File: src/rtc_pkg.sv
// Shared constants and types for the tag configuration-word feature link
package rtc_pkg;
   localparam int CLK_HZ = 20_000_000;
   localparam int CYC_PER_US = CLK_HZ / 1_000_000;
   // Typical write times in microseconds for erased target memory
   localparam int WR_WORD_US = 1000;
   localparam int WR_BLOCK_US = 1800;
   localparam int WR_WORD_CYC = WR_WORD_US * CYC_PER_US;
   localparam int WR_BLOCK_CYC = WR_BLOCK_US * CYC_PER_US;
   // Configuration word bit addresses in the EPC bank
   localparam logic [11:0] BIT_PAR_ENC = 12'h202;
   localparam logic [11:0] BIT_PWR_IND = 12'h204;
   localparam logic [11:0] BIT_BS_MAX = 12'h209;
   localparam logic [11:0] BIT_PSF = 12'h20F;
   localparam logic [7:0] LEN_ONE = 8'h01;
   // Word view: word 20h, bit 15 of the word is the MSB on air
   localparam logic [7:0] CFG_WORD = 8'h20;
   localparam int CFG_BS_POS = 6;
   localparam int CFG_PSF_POS = 0;
   localparam logic BS_MAX_RST = 1'b1;
   localparam logic PSF_RST = 1'b0;
   localparam logic [7:0] EPC_FIRST = 8'h02;
   localparam int EPC_WORDS = 6;
   localparam int EPC_BITS = 96;
   localparam int SERIAL_BITS = 48;
   localparam logic [15:0] FIXED_HANDLE = 16'hAAAA;
   localparam logic [15:0] LFSR_SEED = 16'hACE1;
   // Power in centi-dBm; check level is write sensitivity less 1 dB
   localparam int PWR_WRITE_SENS_CDBM = -1600;
   localparam int PWR_MARGIN_CDBM = 100;
   localparam int PWR_THRESH_CDBM = PWR_WRITE_SENS_CDBM - PWR_MARGIN_CDBM;
   localparam logic [1:0] SYNC_DONE = 2'h2;
   // Reader register map (byte offsets)
   localparam logic [7:0] REG_CMD = 8'h00;
   localparam logic [7:0] REG_ARG = 8'h04;
   localparam logic [7:0] REG_HANDLE = 8'h08;
   localparam logic [7:0] REG_WDATA = 8'h0C;
   localparam logic [7:0] REG_STATUS = 8'h10;
   localparam logic [7:0] REG_RSP0 = 8'h14;
   localparam logic [7:0] REG_RSP1 = 8'h18;
   localparam logic [7:0] REG_RSP2 = 8'h1C;
   localparam logic [7:0] REG_TXPWR = 8'h20;
   localparam int CMD_ARM_POS = 3;
   typedef enum logic [2:0] {CMD_SELECT, CMD_QUERY, CMD_ACK, CMD_READ, CMD_WRITE, CMD_BLOCK_WRITE} rtc_cmd_t;
   typedef enum logic [2:0] {RSP_RN16, RSP_EPC, RSP_DATA, RSP_DONE, RSP_ERROR} rtc_rsp_t;
endpackage : rtc_pkg

File: src/rtc_air_if.sv
// Command-level air link between reader and tag
interface rtc_air_if;
   logic cmd_valid;
   rtc_pkg::rtc_cmd_t cmd;
   logic [11:0] ptr;
   logic [7:0] len;
   logic mask;
   logic trunc;
   logic [15:0] handle;
   logic [31:0] wdata;
   logic rsp_valid;
   rtc_pkg::rtc_rsp_t rsp_kind;
   logic [rtc_pkg::EPC_BITS-1:0] rsp_data;
   logic rsp_strong;
   logic busy;
   modport reader (output cmd_valid, cmd, ptr, len, mask, trunc, handle, wdata,
                   input rsp_valid, rsp_kind, rsp_data, rsp_strong, busy);
   modport tag (input cmd_valid, cmd, ptr, len, mask, trunc, handle, wdata,
                output rsp_valid, rsp_kind, rsp_data, rsp_strong, busy);
endinterface : rtc_air_if

File: src/rtc_write_timer.sv
// Memory write duration timer
module rtc_write_timer #(
   parameter int WORD_CYC = rtc_pkg::WR_WORD_CYC,
   parameter int BLOCK_CYC = rtc_pkg::WR_BLOCK_CYC
) (
   input wire logic i_sys_clk,
   input wire logic i_srst,
   input wire logic i_start,
   input wire logic i_block,
   output logic o_busy,
   output logic o_done
);
   localparam int CW = $clog2(BLOCK_CYC + 1);
   logic [CW-1:0] cnt_q;
   if (WORD_CYC < 1 || BLOCK_CYC < WORD_CYC) begin : g_bad_counts
      $error("rtc_write_timer: bad cycle counts");
   end
   always_ff @(posedge i_sys_clk) begin
      if (i_srst) begin
         cnt_q <= '0;
      end else if (i_start && !o_busy) begin
         cnt_q <= i_block ? CW'(BLOCK_CYC) : CW'(WORD_CYC);
      end else if (cnt_q != '0) begin
         cnt_q <= cnt_q - CW'(1);
      end
   end
   always_ff @(posedge i_sys_clk) begin
      if (i_srst) begin
         o_busy <= 1'b0;
         o_done <= 1'b0;
      end else begin
         o_busy <= (i_start && !o_busy) || cnt_q > CW'(1);
         o_done <= o_busy && cnt_q == CW'(1);
      end
   end
endmodule : rtc_write_timer

File: src/rtc_tag.sv
// Tag end: configuration-word features driven over the air link
// Notes on behaviour
// - Two backscatter levels, maximum by default
// - Shipped EPC carries the factory serial number
// - Action bit 202h arms parallel encoding
// - Armed tags enter OPEN on QUERY, handle AAAAh
// - Every OPEN tag executes the same write
// - All tags reply together; reader tolerates collision
// - Select on 204h checks power for writing
// - Check level is write sensitivity minus 1dB
// - Power check pass means select matches
// - Tag joins inventory per its match result
// - Bit 20Fh is a free product status flag
// - Select on status flag limits replying tags
// - Word write 1 ms, block write 1.8 ms
// - Reader itself drives the parallel encoding sequence
// - Reader lowers power to isolate one tag
// - Action fires on exact pointer, length 1, mask 1
// - Truncated select on action bits is ignored
// - Triggered features last until chip reset
// - Writing 1 toggles a permanent bit; 0 ignored
//
// The strobed register port and the register addresses were left to the implementer.
module rtc_tag #(
   parameter int WR_WORD_CYC = rtc_pkg::WR_WORD_CYC,
   parameter int WR_BLOCK_CYC = rtc_pkg::WR_BLOCK_CYC,
   // Arbitrary value
   parameter logic [rtc_pkg::EPC_BITS-rtc_pkg::SERIAL_BITS-1:0] EPC_HEADER = 48'h3000_1234_0000
) (
   input wire logic i_sys_clk,
   input wire logic i_srst,
   rtc_air_if.tag air,
   input wire logic signed [15:0] i_rx_power_cdbm,
   input wire logic [rtc_pkg::SERIAL_BITS-1:0] i_factory_serial,
   output logic o_backscatter_max,
   output logic o_par_enc,
   output logic o_psf,
   output logic o_sel_match,
   output logic o_write_busy
);
   typedef enum logic [2:0] {ST_READY, ST_REPLY, ST_ACKED, ST_OPEN} rtc_state_t;
   rtc_state_t state_q;
   logic signed [15:0] pwr_s1_q, pwr_s2_q;
   logic [rtc_pkg::SERIAL_BITS-1:0] ser_s1_q, ser_s2_q;
   logic [1:0] init_cnt_q;
   logic load_epc;
   logic [15:0] epc_q [rtc_pkg::EPC_WORDS];
   logic [rtc_pkg::EPC_BITS-1:0] epc_flat, epc_init;
   logic bs_max_q, par_enc_q, psf_q, match_q;
   logic [15:0] handle_q, lfsr_q;
   logic [7:0] wr_addr_q;
   logic [31:0] wr_data_q;
   logic wr_block_q, wr_done;
   logic rsp_valid_q;
   rtc_pkg::rtc_rsp_t rsp_kind_q;
   logic [rtc_pkg::EPC_BITS-1:0] rsp_data_q;
   logic sel, qry, ack, rd, wr, addressed, pwr_ok, act_ok, wr_start, wr_ok;
   logic [15:0] w0_data, cfg_wr, rd_word;
   logic [7:0] wr_addr1, cmd_addr1;

   function automatic logic addr_ok(input logic [7:0] a);
      addr_ok = (a >= rtc_pkg::EPC_FIRST && a < rtc_pkg::EPC_FIRST + 8'(rtc_pkg::EPC_WORDS))
                || a == rtc_pkg::CFG_WORD;
   endfunction : addr_ok

   // Analog power level and straps come from outside the clock domain
   always_ff @(posedge i_sys_clk) begin
      pwr_s1_q <= i_rx_power_cdbm;
      pwr_s2_q <= pwr_s1_q;
      ser_s1_q <= i_factory_serial;
      ser_s2_q <= ser_s1_q;
   end
   always_ff @(posedge i_sys_clk) begin
      if (i_srst) begin
         init_cnt_q <= '0;
      end else if (init_cnt_q != rtc_pkg::SYNC_DONE) begin
         init_cnt_q <= init_cnt_q + 2'h1;
      end
   end
   assign load_epc = init_cnt_q == rtc_pkg::SYNC_DONE - 2'h1;

   assign sel = air.cmd_valid && air.cmd == rtc_pkg::CMD_SELECT;
   assign qry = air.cmd_valid && air.cmd == rtc_pkg::CMD_QUERY;
   assign ack = air.cmd_valid && air.cmd == rtc_pkg::CMD_ACK;
   assign rd = air.cmd_valid && air.cmd == rtc_pkg::CMD_READ;
   assign wr = air.cmd_valid && (air.cmd == rtc_pkg::CMD_WRITE || air.cmd == rtc_pkg::CMD_BLOCK_WRITE);
   assign act_ok = !air.trunc && air.len == rtc_pkg::LEN_ONE && air.mask;
   assign pwr_ok = pwr_s2_q >= 16'(rtc_pkg::PWR_THRESH_CDBM);
   // The shared handle is held in handle_q once OPEN
   assign addressed = (state_q == ST_ACKED || state_q == ST_OPEN) && air.handle == handle_q;
   assign cmd_addr1 = air.ptr[7:0] + 8'h01;
   assign wr_ok = addr_ok(air.ptr[7:0]) && (air.cmd == rtc_pkg::CMD_WRITE || addr_ok(cmd_addr1));
   assign wr_start = wr && addressed && !o_write_busy && wr_ok;

   rtc_write_timer #(.WORD_CYC(WR_WORD_CYC), .BLOCK_CYC(WR_BLOCK_CYC)) u_timer (
      .i_sys_clk(i_sys_clk),
      .i_srst(i_srst),
      .i_start(wr_start),
      .i_block(air.cmd == rtc_pkg::CMD_BLOCK_WRITE),
      .o_busy(o_write_busy),
      .o_done(wr_done)
   );

   always_ff @(posedge i_sys_clk) begin
      if (i_srst) begin
         wr_addr_q <= '0;
         wr_data_q <= '0;
         wr_block_q <= 1'b0;
      end else if (wr_start) begin
         wr_addr_q <= air.ptr[7:0];
         wr_data_q <= air.wdata;
         wr_block_q <= air.cmd == rtc_pkg::CMD_BLOCK_WRITE;
      end
   end
   // Block write: first word from the upper half, second from the lower
   assign wr_addr1 = wr_addr_q + 8'h01;
   assign epc_init = {EPC_HEADER, ser_s2_q};
   assign w0_data = wr_block_q ? wr_data_q[31:16] : wr_data_q[15:0];

   genvar gi;
   generate
      for (gi = 0; gi < rtc_pkg::EPC_WORDS; gi++) begin : g_epc
         localparam logic [7:0] WADDR = rtc_pkg::EPC_FIRST + 8'(gi);
         always_ff @(posedge i_sys_clk) begin
            if (i_srst) begin
               epc_q[gi] <= '0;
            end else if (load_epc) begin
               epc_q[gi] <= epc_init[rtc_pkg::EPC_BITS-1-16*gi -: 16];
            end else if (wr_done && wr_addr_q == WADDR) begin
               epc_q[gi] <= w0_data;
            end else if (wr_done && wr_block_q && wr_addr1 == WADDR) begin
               epc_q[gi] <= wr_data_q[15:0];
            end
         end
         assign epc_flat[rtc_pkg::EPC_BITS-1-16*gi -: 16] = epc_q[gi];
      end
   endgenerate

   always_comb begin
      cfg_wr = '0;
      if (wr_done && wr_addr_q == rtc_pkg::CFG_WORD) begin
         cfg_wr = w0_data;
      end else if (wr_done && wr_block_q && wr_addr1 == rtc_pkg::CFG_WORD) begin
         cfg_wr = wr_data_q[15:0];
      end
   end
   // Permanent bits toggle; state is not kept across power-up here
   always_ff @(posedge i_sys_clk) begin
      if (i_srst) begin
         bs_max_q <= rtc_pkg::BS_MAX_RST;
         psf_q <= rtc_pkg::PSF_RST;
      end else begin
         bs_max_q <= bs_max_q ^ cfg_wr[rtc_pkg::CFG_BS_POS];
         psf_q <= psf_q ^ cfg_wr[rtc_pkg::CFG_PSF_POS];
      end
   end
   // Only a chip reset clears the armed feature
   always_ff @(posedge i_sys_clk) begin
      if (i_srst) begin
         par_enc_q <= 1'b0;
      end else if (sel && act_ok && air.ptr == rtc_pkg::BIT_PAR_ENC) begin
         par_enc_q <= 1'b1;
      end
   end
   always_ff @(posedge i_sys_clk) begin
      if (i_srst) begin
         match_q <= 1'b1;
      end else if (sel) begin
         if (air.ptr == rtc_pkg::BIT_PWR_IND) begin
            if (act_ok) begin
               match_q <= pwr_ok;
            end
         end else if (air.ptr == rtc_pkg::BIT_PAR_ENC) begin
            match_q <= match_q;
         end else if (air.ptr == rtc_pkg::BIT_PSF && air.len == rtc_pkg::LEN_ONE) begin
            match_q <= psf_q == air.mask;
         end else if (air.ptr == rtc_pkg::BIT_BS_MAX && air.len == rtc_pkg::LEN_ONE) begin
            match_q <= bs_max_q == air.mask;
         end else begin
            match_q <= 1'b1;
         end
      end
   end
   always_ff @(posedge i_sys_clk) begin
      if (i_srst) begin
         lfsr_q <= rtc_pkg::LFSR_SEED;
      end else begin
         lfsr_q <= {lfsr_q[14:0], lfsr_q[15] ^ lfsr_q[13] ^ lfsr_q[12] ^ lfsr_q[10]};
      end
   end
   always_ff @(posedge i_sys_clk) begin
      if (i_srst) begin
         state_q <= ST_READY;
         handle_q <= '0;
      end else if (qry) begin
         if (par_enc_q) begin
            state_q <= ST_OPEN;
            handle_q <= rtc_pkg::FIXED_HANDLE;
         end else if (match_q) begin
            state_q <= ST_REPLY;
            handle_q <= lfsr_q;
         end else begin
            state_q <= ST_READY;
         end
      end else if (ack && state_q == ST_REPLY && air.handle == handle_q) begin
         state_q <= ST_ACKED;
      end
   end

   always_comb begin
      rd_word = '0;
      if (air.ptr[7:0] == rtc_pkg::CFG_WORD) begin
         rd_word[rtc_pkg::CFG_BS_POS] = bs_max_q;
         rd_word[rtc_pkg::CFG_PSF_POS] = psf_q;
      end else if (addr_ok(air.ptr[7:0])) begin
         rd_word = epc_q[3'(air.ptr[7:0] - rtc_pkg::EPC_FIRST)];
      end
   end
   // Armed tags all answer at once; collision is left to the reader
   always_ff @(posedge i_sys_clk) begin
      if (i_srst) begin
         rsp_valid_q <= 1'b0;
         rsp_kind_q <= rtc_pkg::RSP_RN16;
         rsp_data_q <= '0;
      end else begin
         rsp_valid_q <= 1'b0;
         if (qry && (par_enc_q || match_q)) begin
            rsp_valid_q <= 1'b1;
            rsp_kind_q <= rtc_pkg::RSP_RN16;
            rsp_data_q <= {80'h0, par_enc_q ? rtc_pkg::FIXED_HANDLE : lfsr_q};
         end else if (ack && (state_q == ST_REPLY || state_q == ST_OPEN) && air.handle == handle_q) begin
            rsp_valid_q <= 1'b1;
            rsp_kind_q <= rtc_pkg::RSP_EPC;
            rsp_data_q <= epc_flat;
         end else if (rd && addressed) begin
            rsp_valid_q <= 1'b1;
            rsp_kind_q <= addr_ok(air.ptr[7:0]) ? rtc_pkg::RSP_DATA : rtc_pkg::RSP_ERROR;
            rsp_data_q <= {80'h0, rd_word};
         end else if (wr && addressed && !wr_start) begin
            rsp_valid_q <= 1'b1;
            rsp_kind_q <= rtc_pkg::RSP_ERROR;
            rsp_data_q <= '0;
         end else if (wr_done) begin
            rsp_valid_q <= 1'b1;
            rsp_kind_q <= rtc_pkg::RSP_DONE;
            rsp_data_q <= '0;
         end
      end
   end

   assign air.rsp_valid = rsp_valid_q;
   assign air.rsp_kind = rsp_kind_q;
   assign air.rsp_data = rsp_data_q;
   assign air.rsp_strong = bs_max_q;
   assign air.busy = o_write_busy;
   assign o_backscatter_max = bs_max_q;
   assign o_par_enc = par_enc_q;
   assign o_psf = psf_q;
   assign o_sel_match = match_q;
endmodule : rtc_tag

File: src/flat_wrapper.sv
// flat-port wrapper written by rule: the top's interface ports become plain ports
module rtc_tag_flat 
#(
   parameter int WR_WORD_CYC = rtc_pkg::WR_WORD_CYC,
   parameter int WR_BLOCK_CYC = rtc_pkg::WR_BLOCK_CYC,
                     
   parameter logic [rtc_pkg::EPC_BITS-rtc_pkg::SERIAL_BITS-1:0] EPC_HEADER = 48'h3000_1234_0000
)
  (i_sys_clk, i_srst, i_rx_power_cdbm, i_factory_serial, o_backscatter_max, o_par_enc, o_psf, o_sel_match, o_write_busy, air_cmd_valid, air_cmd, air_ptr, air_len, air_mask, air_trunc, air_handle, air_wdata, air_rsp_valid, air_rsp_kind, air_rsp_data, air_rsp_strong, air_busy);
  rtc_air_if air_i ();
  input wire logic i_sys_clk;
  input wire logic i_srst;
  input wire logic signed [15:0] i_rx_power_cdbm;
  input wire logic [rtc_pkg::SERIAL_BITS-1:0] i_factory_serial;
  output logic o_backscatter_max;
  output logic o_par_enc;
  output logic o_psf;
  output logic o_sel_match;
  output logic o_write_busy;
  input wire logic [$bits(air_i.cmd_valid)-1:0] air_cmd_valid;
  input wire logic [$bits(air_i.cmd)-1:0] air_cmd;
  input wire logic [$bits(air_i.ptr)-1:0] air_ptr;
  input wire logic [$bits(air_i.len)-1:0] air_len;
  input wire logic [$bits(air_i.mask)-1:0] air_mask;
  input wire logic [$bits(air_i.trunc)-1:0] air_trunc;
  input wire logic [$bits(air_i.handle)-1:0] air_handle;
  input wire logic [$bits(air_i.wdata)-1:0] air_wdata;
  output wire logic [$bits(air_i.rsp_valid)-1:0] air_rsp_valid;
  output wire logic [$bits(air_i.rsp_kind)-1:0] air_rsp_kind;
  output wire logic [$bits(air_i.rsp_data)-1:0] air_rsp_data;
  output wire logic [$bits(air_i.rsp_strong)-1:0] air_rsp_strong;
  output wire logic [$bits(air_i.busy)-1:0] air_busy;
  assign air_i.cmd_valid = air_cmd_valid;
  assign air_i.cmd = air_cmd;
  assign air_i.ptr = air_ptr;
  assign air_i.len = air_len;
  assign air_i.mask = air_mask;
  assign air_i.trunc = air_trunc;
  assign air_i.handle = air_handle;
  assign air_i.wdata = air_wdata;
  assign air_rsp_valid = air_i.rsp_valid;
  assign air_rsp_kind = air_i.rsp_kind;
  assign air_rsp_data = air_i.rsp_data;
  assign air_rsp_strong = air_i.rsp_strong;
  assign air_busy = air_i.busy;
  rtc_tag #(.WR_WORD_CYC(WR_WORD_CYC), .WR_BLOCK_CYC(WR_BLOCK_CYC), .EPC_HEADER(EPC_HEADER)) u_core (.i_sys_clk(i_sys_clk), .i_srst(i_srst), .air(air_i), .i_rx_power_cdbm(i_rx_power_cdbm), .i_factory_serial(i_factory_serial), .o_backscatter_max(o_backscatter_max), .o_par_enc(o_par_enc), .o_psf(o_psf), .o_sel_match(o_sel_match), .o_write_busy(o_write_busy));
endmodule
File: config.mk
export PLATFORM = sky130hd
export DESIGN_NAME = rtc_tag_flat
export DESIGN_NICKNAME = d
export VERILOG_FILES = /design/src/rtc_pkg.sv /design/src/rtc_air_if.sv /design/src/rtc_write_timer.sv /design/src/rtc_tag.sv /design/src/flat_wrapper.sv
export SDC_FILE = /design/constraint.sdc
export NUM_CORES = 1
export LEC_CHECK = 0
export BUFFER_PORTS_ARGS = -buffer_cell sky130_fd_sc_hd__buf_2
export CAP_MARGIN = 20
export CELL_PAD_IN_SITES_DETAIL_PLACEMENT = 1
export CELL_PAD_IN_SITES_GLOBAL_PLACEMENT = 2
export CORE_UTILIZATION = 39
export DETAILED_ROUTE_END_ITERATION = 8
export MAX_ROUTING_LAYER = met4
export PLACE_DENSITY_LB_ADDON = 0.1
export SLEW_MARGIN = 20
export SYNTH_ARGS = -nofsm -noshare
export SYNTH_HDL_FRONTEND = slang
export SYNTH_SLANG_ARGS = --single-unit
File: constraint.sdc
create_clock -name i_sys_clk -period 7.1 [get_ports i_sys_clk]
set_input_delay 1.42 -clock i_sys_clk [delete_from_list [all_inputs] [get_ports i_sys_clk]]
set_output_delay 1.42 -clock i_sys_clk [all_outputs]
set_load 0.01 [all_outputs]
* Word-level counts from Yosys, hierarchy flattened *
Memories as Yosys holds them, arrays and structs flattened.
Cells that the tools add are included.

cells by class
  bitwise gates (word level) = 23
  reductions and logical operators = 65
  add/sub/neg operators = 5
  order comparisons = 6
  multipliers = 0
  div/mod/pow operators = 0
  shift operators = 0
  muxes and demuxes = 115
  eq/ne operators = 37

operator list
  operator                                               count
  2-to-1 mux 16 bit                                      27
  2-to-1 mux 96 bit                                      4
  2-to-1 mux 1 bit                                       73
  == test 8 x 3 -> 1 bit, second input constant          8
  == test 12 x 10 -> 1 bit, second input constant        4
  logical AND 1 bit                                      42
  == test 8 x 2 -> 1 bit, second input constant          4
  == test 8 x 6 -> 1 bit, second input constant          4
  2-to-1 mux 3 bit                                       7
  OR 1 bit                                               18
  adder 8 x 1 -> 8 bit, second input constant            2
  == test 16 x 1 -> 1 bit, second input constant         1
  == test 16 bit                                         1
  >= comparator 16 x 12 -> 1 bit, second input constant  1
  >= comparator 8 x 2 -> 1 bit, second input constant    2
  > comparator 16 x 1 -> 1 bit, second input constant    1
  < comparator 8 x 4 -> 1 bit, second input constant     2
  nonzero test 16 bit                                    1
  subtractor 16 x 1 -> 16 bit, second input constant     1
  2-to-1 mux 7 bit                                       2
  == test 3 x 2 -> 1 bit, second input constant          4
  2-to-1 mux 9 bit                                       1
  == test 8 x 1 -> 1 bit, second input constant          1
  logical OR 1 bit                                       8
  other kinds (20)                                       32

word-level totals
  bits in read-only memories = 0
  RAM bits = 96
  flip-flop bits (word level) = 328
  bits in latches = 0
  memories kept = 1

memory list
  memory        words  bits a word  read ports  clocked after memory_dff  write ports  RTL line       text
  u_core.epc_q  6      16           7           0                         6            rtc_tag.sv:47  logic [15:0] epc_q [rtc_pkg::EPC_WORDS];

* Logic depth before layout (Yosys ltp) *
  word-level depth = 13
  depth in mapped cells = 13
  gate-level depth less buffers = 9

* Hierarchy *
From an unflattened synthesis, not the netlist that was laid out.

unflattened totals
  cells, all modules = 1503
  area total of the unflattened synthesis = 16244.3 sq um

modules (own cells, without submodules)
  module           area an instance (sq um)  times used  cells each  seq. area each (sq um)
  rtc_tag          15337.2                   1           1402        8988.6
  rtc_write_timer  907.1                     1           101         360.3

* Least setup slack after synthesis *
Ideal clock, no wire load.

  path type = input to register
  from = input port air_ptr[1]
  to = register u_core.rsp_data_q (netlist bit u_core.air.rsp_data[13])
  arrival time = 3664 ps
  slack = 3302 ps
  cell stages on the path = 13
  buffers on the path = 4
  cells stage by stage = buf_1 clkbuf_1 inv_1 ha_1 nand2_1 nor3_1 o211ai_1 o2111a_1 a211oi_2 and2_1 buf_4 buf_4 a211oi_1

between the ends
  cells in the longest elaborated chain, start to end = 13
  elaborated cells on any way between the ends = 25

ends and longest elaborated chain
  what                                                                         RTL line            text
  start: declaration                                                           flat_wrapper.sv:22  input wire logic [$bits(air_i.ptr)-1:0] air_ptr;
  adder 8 x 1 -> 8 bit                                                         rtc_tag.sv:91       assign cmd_addr1 = air.ptr[7:0] + 8'h01;
  >= comparator 8 x 2 -> 1 bit or < comparator 8 x 4 -> 1 bit (tied branches)  rtc_tag.sv:62       addr_ok = (a >= rtc_pkg::EPC_FIRST && a < rtc_pkg::EPC_FIRST + 8'(rtc_pkg::EPC_WORDS))
  logical AND 1 bit                                                            rtc_tag.sv:62
  logical OR 1 bit                                                             rtc_tag.sv:63       || a == rtc_pkg::CFG_WORD;
  logical OR 1 bit                                                             rtc_tag.sv:92       assign wr_ok = addr_ok(air.ptr[7:0]) && (air.cmd == rtc_pkg::CMD_WRITE || addr_ok(cmd_addr1));
  logical AND 1 bit                                                            rtc_tag.sv:92
  logical AND 1 bit                                                            rtc_tag.sv:93       assign wr_start = wr && addressed && !o_write_busy && wr_ok;
  logical NOT 1 bit                                                            rtc_tag.sv:239      end else if (wr && addressed && !wr_start) begin
  logical AND 1 bit                                                            rtc_tag.sv:239
  2-to-1 mux 96 bit                                                            rtc_tag.sv:239
  2-to-1 mux 96 bit                                                            rtc_tag.sv:235      end else if (rd && addressed) begin
  2-to-1 mux 96 bit                                                            rtc_tag.sv:231      end else if (ack && (state_q == ST_REPLY || state_q == ST_OPEN) && air.handle == handle_q) begin
  2-to-1 mux 16 bit                                                            rtc_tag.sv:227      if (qry && (par_enc_q || match_q)) begin
  end signal: assignment                                                       rtc_tag.sv:230      rsp_data_q <= {80'h0, par_enc_q ? rtc_pkg::FIXED_HANDLE : lfsr_q};
  end signal: assignment                                                       rtc_tag.sv:234      rsp_data_q <= epc_flat;
  end signal: assignment                                                       rtc_tag.sv:238      rsp_data_q <= {80'h0, rd_word};
  end: declaration                                                             rtc_tag.sv:56       logic [rtc_pkg::EPC_BITS-1:0] rsp_data_q;

Several ways; a longest one is shown, not always the timed one.
A chain may end at the register's enable or synchronous reset.

* Worst setup path after layout *
  from = input port air_ptr[1]
  to = register u_core.rsp_data_q (netlist bit u_core.air.rsp_data[9])

The elaborated chain is that of the path after synthesis.

==> metrics.md <==
| Metric | Value |
|---|---|
| Hold crit path type | `register to register` |
| Ratio of cells with drive above 1 in the final layout | `0.2196` |
| IO buf count | `around 240` |
| Total GRT Usage | `0.2570` |
| Max Fclk | `237.4 MHz` |
| Critical path launch point type | `input pin` |
| RSZ-0062 raised after global routing | `false` |
| Top-area cell type share of the netlist area | `0.4085` |
| Register area | `roughly 9300 sq um` |
| Worst hold start | `u_core.pwr_s1_q[11]$_DFF_P_` |
| NumNets Final | `between 1.5k and 2k` |
| Number of H-tree levels | `2` |
| Synth top area cells | `dfxtp_1 41%, edfxtp_1 18%, nor2_1 4.4%, a22oi_1 4.0%, nand2_1 3.6%` |
| Clk root buf | `clkbuf_16` |
| Reg2reg start | `u_core.handle_q[7]$_SDFFE_PP0P_` |
| Worst-margin pin slew | `roughly 1.1 ns` |
| DR WL met3 | `roughly 3200 um` |
| Synthesis Warnings | `0` |
| Max-cap violations | `0` |
| Vias in the first global route | `between 10k and 15k` |
| Die width | `about 200 um` |
| Final Util | `0.4738` |
| Clock Latency Late Sink | `approximately 0.57 ns` |
| WP data required | `7.52 ns` |
| Post-route cell area | `18,910 sq um` |
| Asr flop ratio synth | `0` |
| I/O pin total | `roughly 250` |
| Routed wl met2 | `22,100 um` |
| Hold Path Stages | `0` |
| Crit Path Class | `input pin to register` |
| DRT Wirelength | `51,750 um` |
| Number of core rows | `between 70 and 80` |
| Number of fill cells | `4,338` |
| Pin count of the biggest net entering global routing | `98` |
| VDD IR max | `between 0.2 and 0.25 mV` |
| Post-synthesis net count | `roughly 1.6k` |
| FF+latch count, synth | `between 400 and 500` |
| Layout area overhead | `19.48%` |
| Fin. max-slew vios | `0` |
| Final setup vio count | `0` |
| Max FO, Critical Path | `97` |
| Synth area leader | `dfxtp_1` |
| Status | `finished clean` |
| Std-Cell Core Area | `between 30,000 and 40,000 sq um` |
| CTS sink cnt | `between 400 and 500` |
| Via count | `around 12k` |
| WHS Endpoint | `u_core.pwr_s2_q[11]$_DFF_P_` |
| Footprint of the multi-input gates | `a little under 6000 sq um` |
| Cts bufs inserted | `45` |
| Fin crit share | `0.5933` |
| Mapped cell area | `between 15,000 and 20,000 sq um` |
| Top-count cell post-synth | `dfxtp_1` |
| Die Span Y | `approximately 200 um` |
| Fin crit period | `4.212 ns` |
| Drt first pass iters | `5` |
| Grt ovf | `0` |
| Die area | `a little over 40,000 sq um` |
| HPWL after detailed placement | `~37,000 um` |
| Routed wire per std cell | `23.08 um` |
| Clock Path Buffers | `3` |
| CTS tree | `yes` |
| Top post-synthesis cells by count | `323 x dfxtp_1, 187 x nor2_1, 152 x nand2_1, 96 x edfxtp_1, 84 x a22oi_1` |
| Max_slew headroom | `0.2315` |
| Wire length on met1 | `25,210 um` |
| CP Capture Type | `register` |
| RD Place Congestion | `between 0.8 and 0.9` |
| Worst reg2reg path depth | `8` |
| Via/cell ratio | `roughly 5.5` |
| N_diodes | `0` |
| Starting DRC count in detailed routing | `953` |
| Initial Util | `0.3966` |
| Final hold slack | `approximately 0.32 ns` |
| Routed Antenna Nets | `0` |
| Setup slack, reg-to-reg | `approximately 3.7 ns` |
| Final hold viol count | `0` |
| Sequential element share of the synthesized area | `0.5906` |
| Clk_skew | `about 0.010 ns` |
| CTS resizes | `0` |
| R2r endpoint | `u_core.air.rsp_data[9]$_SDFFE_PP0P_` |
| Total negative slack | `0 ns` |
| First-pass GRT wire length | `slightly below 80,000 um` |
| Ys flop type | `dfxtp_1` |
| Pwr/cell area | `about 320 nW/um^2` |
| Max Used Layer | `met4` |
| Crit path DAT | `between 4 and 5 ns` |
| Dpl cell area | `17,340 sq um` |
| Avg Cell Area, Syn | `around 11 sq um` |
| Post-synth EDFFs | `96` |
| Post-route DRC violation count | `0` |
| Cell count after synthesis | `roughly 1.5k` |
| # Post-CTS Setup Buffers | `0` |
| Initial antenna violation count | `0` |
| Clk slew on worst S/H paths | `~0.060 ns` |
| Cts hold-fix bufs | `0` |
| Synth cell types | `60` |
| Leakage | `7.331 nW` |
[cell type report]
type	instances	area share
flip-flops and latches	419	0.4943
multi-input cells	927	0.3105
repair buffers	260	0.07171
clock buffers	62	0.07165
well taps	525	0.03473
clock inverters	20	0.01138
inverters	29	0.005755
[how the worst max path moves through the flow]
stage	from	slack [ns]	endpoint	cells past startpoint
5_1_grt	air_ptr[1]	2.70	u_core.air.rsp_data[9]$_SDFFE_PP0P_	10
6_report	air_ptr[1]	2.89	u_core.air.rsp_data[9]$_SDFFE_PP0P_	10
4_1_cts	air_ptr[1]	2.86	u_core.air.rsp_data[9]$_SDFFE_PP0P_	10
2_1_floorplan	air_ptr[1]	3.30	u_core.air.rsp_data[13]$_SDFFE_PP0P_	13
3_3_place_gp	air_ptr[1]	2.28	u_core.air.rsp_data[5]$_SDFFE_PP0P_	10
3_5_place_dp	air_ptr[1]	2.26	u_core.air.rsp_data[9]$_SDFFE_PP0P_	10
[critical path: stages]
cell      delay (ns)
buf_2           0.55
ha_1            0.31
nand2b_4        0.07
a211oi_2        0.31
o211ai_1        0.15
o2111a_1        0.29
a211oi_4        0.28
buf_12          0.36
and2_1          0.66
a211oi_1        0.18
[through the flow]
stage / power, W / setup slack [ns] / std cells
6_report: 0.006125 / 2.888 / 2242
5_1_grt: 0.006360 / 2.701 / 2242
4_1_cts: 0.006173 / 2.855 / 2242
3_5_place_dp: 0.003713 / 2.255 / 2160
3_3_place_gp: 0.003688 / 2.277 / 2160
2_1_floorplan: 0.003359 / 3.302 / 1487
[placed cells by master (no fill, tap or decap), types with 26 or more instances in the layout]
cell type | netlist | final
buf_2 | 29 | 243
mux2i_1 | 34 | 34
inv_1 | 29 | 29
dfxtp_1 | 323 | 323
edfxtp_1 | 96 | 96
nor2_1 | 187 | 186
o21ai_0 | 65 | 64
a221o_1 | 54 | 54
a211oi_1 | 27 | 26
nand2_1 | 152 | 152
a21oi_1 | 57 | 57
clkbuf_16 | 0 | 49
a22oi_1 | 84 | 84
xnor2_1 | 28 | 28
[cells by family after synthesis]
family,share of synthesized area
AO/OA/AOI/OAI,0.1601
buffers and inverters,0.04071
flip-flops,0.5906
XOR/XNOR,0.02103
AND/OR/NAND/NOR,0.1318
multiplexers,0.04711
adder cells (fa/ha/maj),0.008695
[routing by layer]
| layer | up-vias | global-route usage |
|---|---|---|
| met1 | 6126 | 0.3726 |
| met5 | - | - |
| met4 | 0 | 0.07492 |
| li1 | 5721 | - |
| met2 | 385 | 0.3659 |
| met3 | 71 | 0.04235 |
[power by group]
part	leakage [nW]	switching (W)	internal, W	total [W]
clock network	0.776	0.000975	0.00148	0.00246
logic	2.87	0.000404	0.000283	0.000686
registers	3.69	0.000244	0.00274	0.00298
[state kept, by name, indices dropped and copies added (netlist names), 2 cells and up]
| name | cells |
|---|---|
| u_core.state_q | 2 |
| u_core.ser_s2_q | 48 |
| u_core.handle_q | 16 |
| u_core.u_timer.cnt_q | 16 |
| u_core.wr_addr_q | 8 |
| u_core.pwr_s1_q | 14 |
| u_core.pwr_s2_q | 14 |
| u_core.init_cnt_q | 2 |
| u_core.air.rsp_data | 96 |
| u_core.ser_s1_q | 48 |
| u_core.air.rsp_kind | 3 |
| u_core.lfsr_q | 16 |
| u_core.epc_q | 96 |
| u_core.wr_data_q | 32 |
Power figures use the tool's default switching activity.
